===== src/design/atf_consts.vh =====
// Purpose: Constants for the aspect telemetry frame formatter
// Assumes: 32-bit APB, byte addresses, one register per aligned word
// Notes: Frame bit 0 of every word is its most significant bit
`ifndef ATF_CONSTS_VH
`define ATF_CONSTS_VH

`define ATF_FRAME_WORDS 8'd224
`define ATF_LAST_IDX 8'd223
`define ATF_HDR_WORDS 8'd8
`define ATF_GRP_WORDS 5'd27
`define ATF_LAST_WRD 5'd26
`define ATF_LAST_GRP 3'd7

`define ATF_TYPE_4X4 3'h0
`define ATF_TYPE_6X6_FIRST 3'h1
`define ATF_TYPE_6X6_SECOND 3'h2
`define ATF_TYPE_DOWNLOAD 3'h3
`define ATF_TYPE_8X8_SEG1 3'h4
`define ATF_TYPE_8X8_SEG2 3'h5
`define ATF_TYPE_8X8_SEG3 3'h6
`define ATF_TYPE_8X8_SEG4 3'h7

`define ATF_HALF_SMALL 10'h002
`define ATF_HALF_LARGE 10'h004

`define ATF_ADDR_CTRL 12'h000
`define ATF_ADDR_ITIME 12'h004
`define ATF_ADDR_HDR 12'h008
`define ATF_ADDR_TEMP 12'h00c
`define ATF_IMG_BASE 12'h040
`define ATF_IMG_TOP 12'h140
`define ATF_PIX_BASE 12'h200
`define ATF_PIX_TOP 12'h400

`define ATF_IREG_CFG 3'h0
`define ATF_IREG_POS 3'h1
`define ATF_IREG_SCALE 3'h2
`define ATF_IREG_BG 3'h3
`define ATF_IREG_CTR 3'h4

`define ATF_CFG_FID 0
`define ATF_CFG_TYPE_LSB 1
`define ATF_CFG_NUM_LSB 4
`define ATF_CFG_FUNC_LSB 7
`define ATF_CFG_STAT_LSB 9
`define ATF_CFG_FOUND 15

`define ATF_CTRL_START 0
`define ATF_CTRL_BUSY 1

`endif


===== src/design/atf_frame_formatter.v =====
// Purpose: Builds the 224-word aspect telemetry frame and streams it out
// Assumes: Frame content is set over APB and held steady while a frame is sent
// Notes: tx_data[7] carries word bit 0, the most significant bit
// How it works
// - Frame is 224 consecutive 8-bit words
// - Words 1-2 integration time, word 3 status
// - Word 4 command count, word 5 progress
// - Words 6-8 hold per-image array-type codes
// - Codes 000 4x4, 001/010 6x6 halves
// - Codes 100-111 are 8x8 segments one-four
// - Code 011 marks memory download slot
// - Then eight 27-word groups in image order
// - Group bit 0 is fid: 1 fiducial, 0 star
// - Not found: array centred on search window
// - Not found: pixel values are zero, except in download slots (code 011)
// - Four temperature counts sent for 6x6, 8x8
// - Status then lead pixel row, column in words 2-4
// - Words 8-27 pixels packed from lead pixel on
// - 6x6 second half: rms, temperatures, pixel status
// - Integration time is 16 bits, 16 ms steps
// - Count byte: count, syntax flag, checksum flag
// - Background status bit per corner, 1 included
// - Pixels and row, column numbers are 10 bits
`timescale 1ns/1ps
`include "atf_consts.vh"

module atf_frame_formatter (
	input wire pclk,
	input wire presetn,
	input wire psel,
	input wire penable,
	input wire pwrite,
	input wire [31:0] paddr,
	input wire [31:0] pwdata,
	input wire [3:0] pstrb,
	output wire pready,
	output reg [31:0] prdata,
	output wire pslverr,
	output reg tx_valid,
	input wire tx_ready,
	output reg [7:0] tx_data,
	output reg tx_first,
	output reg tx_last
);

	// Per-image registers: cfg, lead position, scale/average, rms/outliers, window centre
	reg [15:0] img_cfg [0:7];
	reg [19:0] img_pos [0:7];
	reg [23:0] img_scale [0:7];
	reg [17:0] img_bg [0:7];
	reg [19:0] img_ctr [0:7];
	reg [9:0] pix_mem [0:127];
	reg [15:0] itime_q;
	reg [7:0] gstat_q;
	reg [7:0] ccount_q;
	reg [7:0] cprog_q;
	reg [31:0] temp_q;
	reg busy_q;
	reg [15:0] frames_q;
	reg [7:0] idx_q;
	reg [2:0] grp_q;
	reg [4:0] wrd_q;
	reg [31:0] rd_d;
	reg dec_ok;
	reg [7:0] sel_idx;
	reg [2:0] sel_grp;
	reg [4:0] sel_wrd;
	reg [63:0] hdr_vec;
	reg [215:0] grp_vec;
	reg [159:0] pix_vec;
	reg [9:0] row_v;
	reg [9:0] col_v;
	reg [7:0] byte_d;
	reg [15:0] cfg_v;
	reg [2:0] type_v;
	reg [5:0] head_v;
	integer k;
	integer n;

	wire [11:0] a = paddr[11:0];
	wire setup = psel & ~penable;
	wire wr_en = psel & penable & pwrite & dec_ok;
	// Image blocks start two slots up; the wrap maps 0x100 and 0x120 to images 6 and 7
	wire [2:0] a_img = a[7:5] - 3'h2;
	wire [2:0] a_reg = a[4:2];
	wire [6:0] a_pix = a[8:2];
	wire in_img = (a >= `ATF_IMG_BASE) && (a < `ATF_IMG_TOP) && (a_reg <= `ATF_IREG_CTR);
	wire in_pix = (a >= `ATF_PIX_BASE) && (a < `ATF_PIX_TOP);
	wire start = wr_en && (a == `ATF_ADDR_CTRL) && pwdata[`ATF_CTRL_START] && !busy_q;
	wire advance = tx_valid && tx_ready;
	wire at_end = (idx_q == `ATF_LAST_IDX);

	// Merge write data into a register under the byte strobes
	function [31:0] merge;
		input [31:0] old;
		input [31:0] wd;
		input [3:0] st;
		integer b;
		begin
			merge = old;
			for (b = 0; b < 4; b = b + 1) begin
				if (st[b])
					merge[b*8 +: 8] = wd[b*8 +: 8];
			end
		end
	endfunction

	// Array-type code held in an image's configuration word
	function [2:0] type_of;
		input [15:0] cfg;
		begin
			type_of = cfg[`ATF_CFG_TYPE_LSB +: 3];
		end
	endfunction

	// Row and column halves of a packed position word
	function [9:0] row_of;
		input [19:0] pos;
		begin
			row_of = pos[19:10];
		end
	endfunction

	function [9:0] col_of;
		input [19:0] pos;
		begin
			col_of = pos[9:0];
		end
	endfunction

	// Lead pixel of an array centred on the window; 8x8 reaches further out
	function [9:0] centre_lead;
		input [9:0] ctr;
		input [2:0] typ;
		begin
			if (typ[2])
				centre_lead = ctr - `ATF_HALF_LARGE;
			else
				centre_lead = ctr - `ATF_HALF_SMALL;
		end
	endfunction

	// No wait states; unmapped or misaligned accesses answer with an error and read zero
	assign pready = 1'b1;
	assign pslverr = psel & penable & ~dec_ok;
	// Addressed register with the written bytes merged in
	wire [31:0] wr_val = merge(rd_d, pwdata, pstrb);

	always @* begin
		rd_d = 32'h0000_0000;
		dec_ok = 1'b1;
		if (a[1:0] != 2'b00 || paddr[31:12] != 20'h00000)
			dec_ok = 1'b0;
		else if (a == `ATF_ADDR_CTRL)
			rd_d = {frames_q, 14'h0000, busy_q, 1'b0};
		else if (a == `ATF_ADDR_ITIME)
			rd_d = {16'h0000, itime_q};
		else if (a == `ATF_ADDR_HDR)
			rd_d = {8'h00, cprog_q, ccount_q, gstat_q};
		else if (a == `ATF_ADDR_TEMP)
			rd_d = temp_q;
		else if (in_img) begin
			case (a_reg)
				`ATF_IREG_CFG: rd_d = {16'h0000, img_cfg[a_img]};
				`ATF_IREG_POS: rd_d = {12'h000, img_pos[a_img]};
				`ATF_IREG_SCALE: rd_d = {8'h00, img_scale[a_img]};
				`ATF_IREG_BG: rd_d = {14'h0000, img_bg[a_img]};
				default: rd_d = {12'h000, img_ctr[a_img]};
			endcase
		end else if (in_pix)
			rd_d = {22'h000000, pix_mem[a_pix]};
		else
			dec_ok = 1'b0;
	end

	// Read data is taken in the setup cycle so it stands through the access phase
	always @(posedge pclk or negedge presetn) begin
		if (!presetn)
			prdata <= 32'h0000_0000;
		else if (setup)
			prdata <= rd_d;
	end

	// Frame content is not snapshotted: it must stay put while a frame goes out
	always @(posedge pclk or negedge presetn) begin
		if (!presetn) begin
			itime_q <= 16'h0000;
			gstat_q <= 8'h00;
			ccount_q <= 8'h00;
			cprog_q <= 8'h00;
			temp_q <= 32'h0000_0000;
			for (k = 0; k < 8; k = k + 1) begin
				img_cfg[k] <= 16'h0000;
				img_pos[k] <= 20'h00000;
				img_scale[k] <= 24'h000000;
				img_bg[k] <= 18'h00000;
				img_ctr[k] <= 20'h00000;
			end
		end else if (wr_en) begin
			if (a == `ATF_ADDR_ITIME)
				itime_q <= wr_val[15:0];
			if (a == `ATF_ADDR_HDR) begin
				if (pstrb[0])
					gstat_q <= pwdata[7:0];
				if (pstrb[1])
					ccount_q <= pwdata[15:8];
				if (pstrb[2])
					cprog_q <= pwdata[23:16];
			end
			if (a == `ATF_ADDR_TEMP)
				temp_q <= wr_val;
			if (in_img) begin
				case (a_reg)
					`ATF_IREG_CFG: img_cfg[a_img] <= wr_val[15:0];
					`ATF_IREG_POS: img_pos[a_img] <= wr_val[19:0];
					`ATF_IREG_SCALE: img_scale[a_img] <= wr_val[23:0];
					`ATF_IREG_BG: img_bg[a_img] <= wr_val[17:0];
					default: img_ctr[a_img] <= wr_val[19:0];
				endcase
			end
		end
	end

	// Pixel store has no reset; contents are set before a frame
	always @(posedge pclk) begin
		if (wr_en && in_pix)
			pix_mem[a_pix] <= wr_val[9:0];
	end

	// Position of the word to be loaded next
	always @* begin
		if (!busy_q) begin
			sel_idx = 8'h00;
			sel_grp = 3'h0;
			sel_wrd = 5'h00;
		end else begin
			sel_idx = idx_q + 8'h01;
			sel_grp = grp_q;
			sel_wrd = wrd_q;
			if (idx_q >= `ATF_HDR_WORDS - 8'h01) begin
				if (idx_q == `ATF_HDR_WORDS - 8'h01)
					sel_wrd = 5'h00;
				else if (wrd_q == `ATF_LAST_WRD) begin
					sel_wrd = 5'h00;
					sel_grp = grp_q + 3'h1;
				end else
					sel_wrd = wrd_q + 5'h01;
			end
		end
	end

	// Header, first field at the top; images 2 and 5 straddle two words
	always @* begin
		hdr_vec[63:40] = {itime_q, gstat_q};
		hdr_vec[39:24] = {ccount_q, cprog_q};
		hdr_vec[23:21] = type_of(img_cfg[0]);
		hdr_vec[20:18] = type_of(img_cfg[1]);
		hdr_vec[17:15] = type_of(img_cfg[2]);
		hdr_vec[14:12] = type_of(img_cfg[3]);
		hdr_vec[11:9] = type_of(img_cfg[4]);
		hdr_vec[8:6] = type_of(img_cfg[5]);
		hdr_vec[5:3] = type_of(img_cfg[6]);
		hdr_vec[2:0] = type_of(img_cfg[7]);
	end

	// Group content for the selected image
	always @* begin
		cfg_v = img_cfg[sel_grp];
		type_v = type_of(cfg_v);
		head_v = {cfg_v[`ATF_CFG_FID], cfg_v[`ATF_CFG_NUM_LSB +: 3],
			cfg_v[`ATF_CFG_FUNC_LSB +: 2]};
		if (cfg_v[`ATF_CFG_FOUND]) begin
			row_v = row_of(img_pos[sel_grp]);
			col_v = col_of(img_pos[sel_grp]);
		end else begin
			row_v = centre_lead(row_of(img_ctr[sel_grp]), type_v);
			col_v = centre_lead(col_of(img_ctr[sel_grp]), type_v);
		end
		// Download slots keep their stored words even when nothing was found
		for (n = 0; n < 16; n = n + 1) begin
			if (cfg_v[`ATF_CFG_FOUND] || type_v == `ATF_TYPE_DOWNLOAD)
				pix_vec[159 - 10*n -: 10] = pix_mem[{sel_grp, n[3:0]}];
			else
				pix_vec[159 - 10*n -: 10] = 10'h000;
		end
		case (type_v)
			`ATF_TYPE_4X4, `ATF_TYPE_6X6_FIRST, `ATF_TYPE_8X8_SEG1:
				grp_vec = {head_v, cfg_v[`ATF_CFG_STAT_LSB +: 6], row_v, col_v,
					img_scale[sel_grp], pix_vec};
			`ATF_TYPE_6X6_SECOND, `ATF_TYPE_8X8_SEG2:
				grp_vec = {head_v, img_bg[sel_grp][17:8], temp_q,
					img_bg[sel_grp][7:0], pix_vec};
			`ATF_TYPE_DOWNLOAD:
				grp_vec = {head_v, 50'h0, pix_vec};
			`ATF_TYPE_8X8_SEG3, `ATF_TYPE_8X8_SEG4:
				grp_vec = {head_v, 50'h0, pix_vec};
			default:
				grp_vec = {head_v, 50'h0, pix_vec};
		endcase
		if (sel_idx < `ATF_HDR_WORDS)
			byte_d = hdr_vec[63 - 8*sel_idx[2:0] -: 8];
		else
			byte_d = grp_vec[215 - 8*sel_wrd -: 8];
	end

	// The edge that takes the start write loads word 1; a start while busy is dropped
	always @(posedge pclk or negedge presetn) begin
		if (!presetn) begin
			busy_q <= 1'b0;
			idx_q <= 8'h00;
			grp_q <= 3'h0;
			wrd_q <= 5'h00;
			frames_q <= 16'h0000;
			tx_valid <= 1'b0;
			tx_data <= 8'h00;
			tx_first <= 1'b0;
			tx_last <= 1'b0;
		end else if (start) begin
			busy_q <= 1'b1;
			idx_q <= 8'h00;
			grp_q <= 3'h0;
			wrd_q <= 5'h00;
			tx_valid <= 1'b1;
			tx_data <= byte_d;
			tx_first <= 1'b1;
			tx_last <= 1'b0;
		end else if (busy_q && advance) begin
			if (at_end) begin
				busy_q <= 1'b0;
				tx_valid <= 1'b0;
				tx_last <= 1'b0;
				frames_q <= frames_q + 16'h0001;
			end else begin
				idx_q <= sel_idx;
				grp_q <= sel_grp;
				wrd_q <= sel_wrd;
				tx_data <= byte_d;
				tx_last <= (sel_idx == `ATF_LAST_IDX);
			end
			tx_first <= 1'b0;
		end
	end

endmodule

===== config.mk =====
export PLATFORM = sky130hd
export DESIGN_NAME = atf_frame_formatter
export DESIGN_NICKNAME = d
export VERILOG_FILES = /design/src/design/atf_frame_formatter.v
export VERILOG_INCLUDE_DIRS = /design/src /design/src/design
export SDC_FILE = /design/constraint.sdc
export NUM_CORES = 2
export LEC_CHECK = 0
export BUFFER_PORTS_ARGS = -buffer_cell sky130_fd_sc_hd__buf_2
export CAP_MARGIN = 20
export CORE_ASPECT_RATIO = 1.4
export CORE_MARGIN = 2
export CORE_UTILIZATION = 55
export DETAILED_ROUTE_END_ITERATION = 12
export PLACE_DENSITY = 0.78
export SYNTH_ARGS = -nofsm -noshare
export SYNTH_HDL_FRONTEND = slang
export SYNTH_SLANG_ARGS = --single-unit

===== constraint.sdc =====
create_clock -name pclk -period 6.1 [get_ports pclk]
set_input_delay 0 -clock pclk [delete_from_list [all_inputs] [get_ports pclk]]
set_output_delay 0 -clock pclk [all_outputs]
set_load 0.1 [all_outputs]

# --- Yosys cells after proc, flatten, opt, wreduce, memory -nomap -nowiden ---
# Memory sizes are Yosys's and may differ from the RTL's.
# Index checks and enable logic that the tools add are counted.
word_totals:
  ff_bits: 931
  ramBits: 1280
  input_bits: 74
  wordCells: 259
  n_memories: 1
classes:
  addsub: 11
  order_cmp: 10
  n_eq_ne: 18
  n_shift: 2
  muxes: 115
  bitwise_logic: 11
  reduce_logical: 37
memory_table:
  columns: ["name", "depth", "width", "read_ports", "rd_ports_with_merged_regs", "wr", "line", "text"]
  rows:
  - ["pix_mem", 128, 10, 17, 0, 1, "atf_frame_formatter.v:52", "reg [9:0] pix_mem [0:127];"]
ops:
  columns: ["cell", "count"]
  rows:
  - ["$pmux W216 S3", 1]
  - ["$bwmux W160", 2]
  - ["$bmux W20 S3", 4]
  - ["$shiftx A223 B33 Y8", 1]
  - ["$mux W10", 21]
  - ["$bwmux W192", 1]
  - ["$mux W32", 6]
  - ["$mux W20", 9]
  - ["$bmux W24 S3", 2]
  - ["$bwmux W144", 1]
  - ["$bwmux W128", 1]
  - ["$mux W24", 5]
  - ["$bmux W18 S3", 2]
  - ["$bmux W16 S3", 2]
  - ["$mux W8", 12]
  - ["$pmux W24 S4", 1]
  - ["$mux W18", 5]
  - ["$mux W16", 5]
  - ["$demux W24 S3", 1]
  - ["$shiftx A71 B33 Y8", 1]
  - ["$demux W20 S3", 1]
  - ["$demux W18 S3", 1]
  - ["$demux W16 S3", 1]
  - ["$mux W5", 7]
  - ["44 further kinds", 111]

# --- Depth between registers and ports, before layout ---
logic_depth:
  depth_word: 18
  mapped_depth: 24
  mapped_depth_nobuf: 17

# --- Worst setup path before layout ---
# No wires, ideal clock.
synth_timing:
  kind: "input -> register"
  start: "input paddr[6]"
  end: "memory pix_mem[0][7], data pin"
  setup_ns: 0.633
  arrival_time_ns: 5.417
  required_time_ns: 5.467
  path_slack_ns: 0.050
  stages: 20
  cell_sequence: "buf_2 -> clkinv_1 -> buf_4 -> buf_2 -> buf_2 -> ha_1 -> nand2b_1 -> clkbuf_1 -> or4_1 -> clkbuf_1 -> nor2_1 -> and2_1 -> clkbuf_1 -> a21oi_1 -> o21ai_0 -> o221ai_1 -> o21ai_0 -> nand2_1 -> o21ai_0 -> clkbuf_1"
synth_via:
  elab_chain_cells: 13
  word_cells_on_any_way: 38
  cone_classes: "add/sub (1); order compare (4); eq/ne (3); mux (24); bitwise (1); reduce/logical (4); memory (1)"
synth_rtl:
  columns: ["element", "line", "text"]
  rows:
  - ["start: declaration", "atf_frame_formatter.v:33", "input wire [31:0] paddr,"]
  - ["$sub A3 B2 Y3", "atf_frame_formatter.v:84", "wire [2:0] a_img = a[7:5] - 3'h2;"]
  - ["$not A3 Y4 (implied by the code)", null, null]
  - ["$bmux W20 S3, or another cell as far along", "atf_frame_formatter.v:168", "default: rd_d = {12'h000, img_ctr[a_img]};"]
  - ["$mux W20 (implied by the code), or another cell as far along (2 in a row)", "atf_frame_formatter.v:168", null]
  - ["$pmux W24 S4", "atf_frame_formatter.v:163", "case (a_reg)"]
  - ["$mux W32", "atf_frame_formatter.v:162", "else if (in_img) begin"]
  - ["$mux W32", "atf_frame_formatter.v:160", "else if (a == `ATF_ADDR_TEMP)"]
  - ["$mux W32", "atf_frame_formatter.v:158", "else if (a == `ATF_ADDR_HDR)"]
  - ["$mux W32", "atf_frame_formatter.v:156", "else if (a == `ATF_ADDR_ITIME)"]
  - ["$mux W32 *", "atf_frame_formatter.v:154", "else if (a == `ATF_ADDR_CTRL)"]
  - ["$mux W32 *", "atf_frame_formatter.v:152", "if (a[1:0] != 2'b00 || paddr[31:12] != 20'h00000)"]
  - ["$mux W8 *", "atf_frame_formatter.v:102", "if (st[b])"]
  - ["via wr_val[7]", "atf_frame_formatter.v:147", "wire [31:0] wr_val = merge(rd_d, pwdata, pstrb);"]
  - ["end: declaration", "atf_frame_formatter.v:52", null]
# The timed path passes the listed nets; every way through them passes the cells marked *. The select of a mux whose other input is x is not followed.

# --- Worst setup path in the final report ---
layout_timing:
  start: "register wrd_q[0]"
  end: "register tx_data[2]"
layout_via:
  elab_chain_cells: 18
  word_cells_on_any_way: 70
  cone_classes: "add/sub (6); eq/ne (8); shift (1); mux (48); bitwise (1); reduce/logical (5); memory (1)"
layout_rtl:
  columns: ["element", "line", "text"]
  rows:
  - ["start: declaration", "atf_frame_formatter.v:62", "reg [4:0] wrd_q;"]
  - ["start signal: assignment", "atf_frame_formatter.v:336", "wrd_q <= sel_wrd;"]
  - ["$eq A5 B5 Y1 (no line)", null, null]
  - ["$mux W3", "atf_frame_formatter.v:243", "else if (wrd_q == `ATF_LAST_WRD) begin"]
  - ["$mux W3", "atf_frame_formatter.v:241", "if (idx_q == `ATF_HDR_WORDS - 8'h01)"]
  - ["$mux W3", "atf_frame_formatter.v:240", "if (idx_q >= `ATF_HDR_WORDS - 8'h01) begin"]
  - ["$mux W3", "atf_frame_formatter.v:232", "if (!busy_q) begin"]
  - ["$not A3 Y4 (implied by the code)", null, null]
  - ["$bmux W20 S3 or $bmux W16 S3 (tied branches)", "atf_frame_formatter.v:276, atf_frame_formatter.v:277, atf_frame_formatter.v:268", null]
  - ["$mux W20 (implied by the code) or $mux W16 (tied branches) (2 in a row)", "atf_frame_formatter.v:277, atf_frame_formatter.v:268", null]
  - ["$sub A10 B2 Y10 (no line), or another cell as far along", null, null]
  - ["$mux W10 or $logic_or A1 B1 Y1 (tied branches)", null, null]
  - ["$mux W10 (on tied branches)", "atf_frame_formatter.v:272, atf_frame_formatter.v:281", null]
  - ["$pmux W216 S3", "atf_frame_formatter.v:286", "case (type_v)"]
  - ["$shiftx A223 B33 Y8 *", "atf_frame_formatter.v:303", "byte_d = grp_vec[215 - 8*sel_wrd -: 8];"]
  - ["$mux W8 *", "atf_frame_formatter.v:300", "if (sel_idx < `ATF_HDR_WORDS)"]
  - ["$mux W8", "atf_frame_formatter.v:328", "if (at_end) begin"]
  - ["$mux W8", "atf_frame_formatter.v:327", "end else if (busy_q && advance) begin"]
  - ["$mux W8 *", "atf_frame_formatter.v:318", "end else if (start) begin"]
  - ["end signal: assignment", "atf_frame_formatter.v:324", "tx_data <= byte_d;"]
  - ["end signal: assignment", "atf_frame_formatter.v:337", "tx_data <= byte_d;"]
  - ["end: declaration", "atf_frame_formatter.v:41", "output reg [7:0] tx_data,"]
# Every way passes the cells marked *; elsewhere a longest branch is shown, timed or not. The select of a mux whose other input is x is not followed.
# A chain may end at the register's enable or synchronous reset.

==> flow_results.org <==
** Timing
- At the pin with the least slew margin, the transition time is approximately 1.4 ns.
- Max-slew violation count :: 0
- Headroom to the max-slew limit came out at 9.23%.
- Final worst clock skew :: 0.0984 ns
- Number of failing hold endpoints at the final stage :: 0
- For this run, the top clock speed supported by timing is roughly 170 MHz.
- Across all hold checks on the routed design, the worst slack comes to 0.0877 ns.
- Shortest clock period the worst path allows after layout :: 5.96 ns
- Setup WS post-layout :: 0.143 ns
- After layout, the worst path uses a little over nine tenths of the clock period.
- Setup repair after global routing left no endpoint under its margin.
- Setup violations remaining at the end of the flow were counted as 0.

** Placement
- Number of instances in the placed design :: 12,156
- The wire-length estimate of the detail-placed layout is 356,000 um.
- Number of port buffers :: 117
- Gpl congestion :: approximately 1.1
- Instance area after placement :: roughly 120,000 sq um
- Setup Slack @ Placement :: 0.167 ns

** Layout
- Design area :: 127,000 sq um
- Sequential cell area :: 61,700 sq um
- Leaving out fill and tap cells, the most frequent cells in the layout are sky130_fd_sc_hd__nand2_1 (1,825), sky130_fd_sc_hd__edfxtp_1 (1,280), sky130_fd_sc_hd__dfrtp_1 (931), sky130_fd_sc_hd__nor2_1 (889), sky130_fd_sc_hd__a21oi_1 (784).
- Net count of the finished layout :: around 9,900
- Commonest non-fill, non-tap cell in the layout :: sky130_fd_sc_hd__nand2_1
- Layout Area Growth over Synthesis :: 13.1%
- In the final layout, the multi-input gates occupy around 47,000 sq um.
- Final std cells w/o fill :: 12,701
- Once layout is complete, the utilization of the core stands at between 60% and 70%.
- Ratio of cells with drive above 1 in the final layout :: about a fifth
- Fill cell instance count of the final layout :: 15,344

** Floorplan
- Area of the die :: between 200,000 and 250,000 sq um
- Die W :: 386 um
- Initial core utilization :: 55.3%
- The core region is 203,000 sq um.
- Die Height :: between 500 and 600 um
- IO Count :: 119
- After floorplanning, the core was divided into 196 placement rows.

** CTS
- For the worst-skew pair, the clock arrives at the later sink with an insertion delay of 0.94 ns.
- CTS tree :: yes
- Number of levels the H-tree was split into :: 4
- TritonCTS created 219 clock buffers.
- The clock net in this run drives a total of approximately 2,200 sinks.
- Root Buffer Master :: sky130_fd_sc_hd__clkbuf_16
- Number of buffers inserted by post-CTS setup repair :: 0
- Clock slew at reported path FFs :: 0.07 ns
- Deepest clock path buffer count :: 4

** Outcome
- Outcome :: completed

** Power
- Switching share of power :: 23.0%
- In this run the static leakage power is 47.3 nW.
- In this run, the clock network consumes 44.9% of the power.
- The internal power of the cells totals 24.4 mW.
- For this design the ratio of total power to cell area is 250 nW/um^2.
- Peak supply drop :: about 0.37 mV
- Portion of total power attributed to combinational logic :: 5.1%
- Net switching component of the power :: about 7.3 mW
- Per report_power, the sequential group accounts for 49.9% of the total.

** Yosys
- The most used flip-flop cell after synthesis is sky130_fd_sc_hd__edfxtp_1.
- Xor/xnor cell area share of the yosys netlist :: less than 1%
- By area, the combinational part of the netlist is dominated by multiplexers.
- Number of enable flip-flop cells after synthesis :: 1,280
- The synthesized netlist devotes 9.23% of its cell area to compound gates.
- Synth warn :: 0
- The synthesized netlist occupies a cell area of 112,000 sq um.
- Multiplexer share of the synthesized area :: 18.5%
- Number of different library cells in the post-synthesis netlist :: 95
- Async S/R FF share, synth :: 42.1%
- Fraction of the mapped netlist area in simple logic gates :: 13.4%
- Number of cells produced by synthesis :: 9,593
- Mean area per synthesized cell :: 11.7 sq um
- Post-Syn Nets :: 9,681
- After Yosys synthesis, full adders, half adders and majority gates account for 0.156% of the synthesized area.
- Yosys reg bits :: 2,211
- Sequential element share of the synthesized area :: 55.0%

** Global route
- Initial antenna violation count :: 57
- Sum of overflow across all layers after global routing :: 0
- Global routing used 49.3% of the available tracks.
- Wire length of the first global-routing pass :: 704,000 um
- Number of global-route vias before repair :: 88,472
- Maximum number of pins on one net before global-route repair :: 179

** Drt
- DRC violation count after routing :: 0
- The detailed router finished its first iteration with 15,193 violations.
- After detailed routing, the average wire length per cell comes to 40.3 um.
- Residual antenna-violating net count after detailed routing :: 0
- Final WL :: 512,000 um
- The first detailed-routing pass ran for 8 iterations.
- Vias after detailed routing :: roughly 93,000
- Using the TritonRoute via totals, the vias-per-cell ratio works out to 7.30.

** Worst setup path
- The critical path starts at wrd_q[0]$_DFFE_PN0P_.
- In this run the worst setup path terminates at tx_data[2]$_DFFE_PN0P_.
- Worst Setup End Kind :: register
- Critical path start-end classification :: reg2reg
- The worst register-to-register path ends at tx_data[2]$_DFFE_PN0P_.
- Measured in cells, the most critical reg-to-reg path has a length of 18.
- Startpoint of the lowest-slack register-to-register path :: wrd_q[0]$_DFFE_PN0P_
- Req. time, crit path :: 6.85 ns
- In this run the worst path has a maximum fanout of 50.
- FF-to-FF setup slack :: 0.14 ns
- For the worst setup path, the data arrival time is about 6.7 ns.
- Startpoint type of the worst setup path :: register

** Hold path
- The path class of the tightest hold or removal check is in2reg.

** Job
- Max-cap violations in this run came to 0.
routing by layer:
metal	wire length, um	part of all wire (%)	vias to the layer above	GRT usage (%)
met3	62000	12	2464	14.7
met4	70200	14	42	50.7
met1	153000	30	45698	54.8
met2	226000	44	8421	73.3
li1	-	-	36152	-
met5	310	0.061	-	0
sequential cells by signal, summed over array words and instances, names as in the netlist, 3 cells and up:
signal and count:
img_scale 192, tx_data 8, itime_q 16, wrd_q 5, cprog_q 8, prdata 32
img_bg 144, frames_q 16, idx_q 8, img_ctr 160, hdr_vec 24, img_cfg 104
pix_mem 1280, ccount_q 8, temp_q 32, img_pos 160, grp_q 3, gstat_q 8
power groups by stage:
stage / logic [mW] / clock network [mW] / registers [mW]
after floorplan: 0.759 / 0 / 16.2
after global placement: 1.47 / 0 / 16.1
after detailed placement: 1.49 / 0 / 16.1
after CTS: 1.53 / 14.2 / 15.8
after global routing: 1.64 / 14.8 / 15.8
final: 1.62 / 14.3 / 15.8
what timing repair did:
action / 4_1_cts / 5_1_grt
gates resized for setup: 0 / 2
setup endpoints to repair: 0 / 1
hold buffers: 93 / 2
hold endpoints to repair: 1763 / 32
per-stage QoR:
| step | TNS (ns) | power (mW) |
|---|---|---|
| global placement | -0.327 | 17.6 |
| floorplan | 0 | 16.9 |
| CTS | 0 | 31.6 |
| detailed placement | 0 | 17.6 |
| global route | 0 | 32.3 |
| finish | 0 | 31.7 |
worst max-delay path, stage by stage, from the launching register on:
cell	delay, ns
sky130_fd_sc_hd__dfrtp_1	0.42
sky130_fd_sc_hd__inv_1	0.09
sky130_fd_sc_hd__ha_1	0.16
sky130_fd_sc_hd__and4b_1	0.41
sky130_fd_sc_hd__o211a_1	0.33
sky130_fd_sc_hd__o21a_4	0.48
sky130_fd_sc_hd__buf_12	0.36
sky130_fd_sc_hd__buf_12	0.33
sky130_fd_sc_hd__nand2_2	0.39
sky130_fd_sc_hd__buf_4	0.37
sky130_fd_sc_hd__a21oi_1	0.48
sky130_fd_sc_hd__nor3_1	0.25
sky130_fd_sc_hd__buf_2	0.27
sky130_fd_sc_hd__a21boi_0	0.17
sky130_fd_sc_hd__buf_4	0.20
sky130_fd_sc_hd__a2111oi_0	0.38
sky130_fd_sc_hd__nand3_1	0.13
sky130_fd_sc_hd__o311a_1	0.20
sky130_fd_sc_hd__o311ai_1	0.30
synthesized netlist by cell type, types with 20 or more instances:
master,n,area [sq um]
sky130_fd_sc_hd__edfxtp_1,1280,38400
sky130_fd_sc_hd__and3_1,97,607
sky130_fd_sc_hd__mux2i_1,232,2320
sky130_fd_sc_hd__a311oi_1,84,736
sky130_fd_sc_hd__a21oi_1,804,4020
sky130_fd_sc_hd__dfrtp_1,931,23300
sky130_fd_sc_hd__mux4_2,690,15500
sky130_fd_sc_hd__buf_2,356,1780
sky130_fd_sc_hd__xnor2_1,20,175
sky130_fd_sc_hd__a211oi_1,28,210
sky130_fd_sc_hd__a31oi_1,72,450
sky130_fd_sc_hd__o221ai_1,36,315
sky130_fd_sc_hd__buf_4,76,571
sky130_fd_sc_hd__buf_1,52,195
sky130_fd_sc_hd__clkbuf_1,309,1160
sky130_fd_sc_hd__a22oi_1,35,263
sky130_fd_sc_hd__o22ai_1,44,275
sky130_fd_sc_hd__a21boi_0,22,165
sky130_fd_sc_hd__nor2_1,902,3390
sky130_fd_sc_hd__a32oi_1,22,193
sky130_fd_sc_hd__xor2_1,20,175
sky130_fd_sc_hd__nor3_1,84,420
sky130_fd_sc_hd__nor2_2,28,175
sky130_fd_sc_hd__mux2_2,258,2910
sky130_fd_sc_hd__nand3_1,547,2740
sky130_fd_sc_hd__a221oi_1,59,517
sky130_fd_sc_hd__o21ai_0,323,1620
sky130_fd_sc_hd__o31ai_1,27,203
sky130_fd_sc_hd__nand2_1,1827,6860
cell type report:
type,count,area share (%)
multi-input combinational,6559,37.2
clock buffer,285,4.71
sequential,2211,48.6
inverter,20,0.0689
timing repair buffer,808,5.69
clock inverter,113,1.09
tap,2673,2.63
antenna,32,0.0630
cell families (layout without fill, tap and decap cells):
kind of cell / count (synthesis) / count (layout)
buffers and inverters: 823 / 1226
DFF: 2211 / 2211
adders and majority gates: 14 / 14
other: 1 / 33
and+or+nand+nor: 3608 / 3608
AOI/OAI and AO/OA: 1714 / 1714
xor gates and xnor gates: 41 / 41
muxes: 1181 / 1181
worst min-delay path by stage:
stage | from | endpoint | depth (start not counted)
floorplan | presetn | ccount_q[0]$_DFFE_PN0P_ | 0
global placement | presetn | img_bg[10]$_DFFE_PN0P_ | 1
detailed placement | presetn | img_bg[28]$_DFFE_PN0P_ | 1
CTS | tx_ready | tx_first$_DFFE_PN0P_ | 3
global route | tx_ready | tx_first$_DFFE_PN0P_ | 3
finish | tx_ready | tx_first$_DFFE_PN0P_ | 3
No activity file was read; power rests on OpenSTA's default activity.
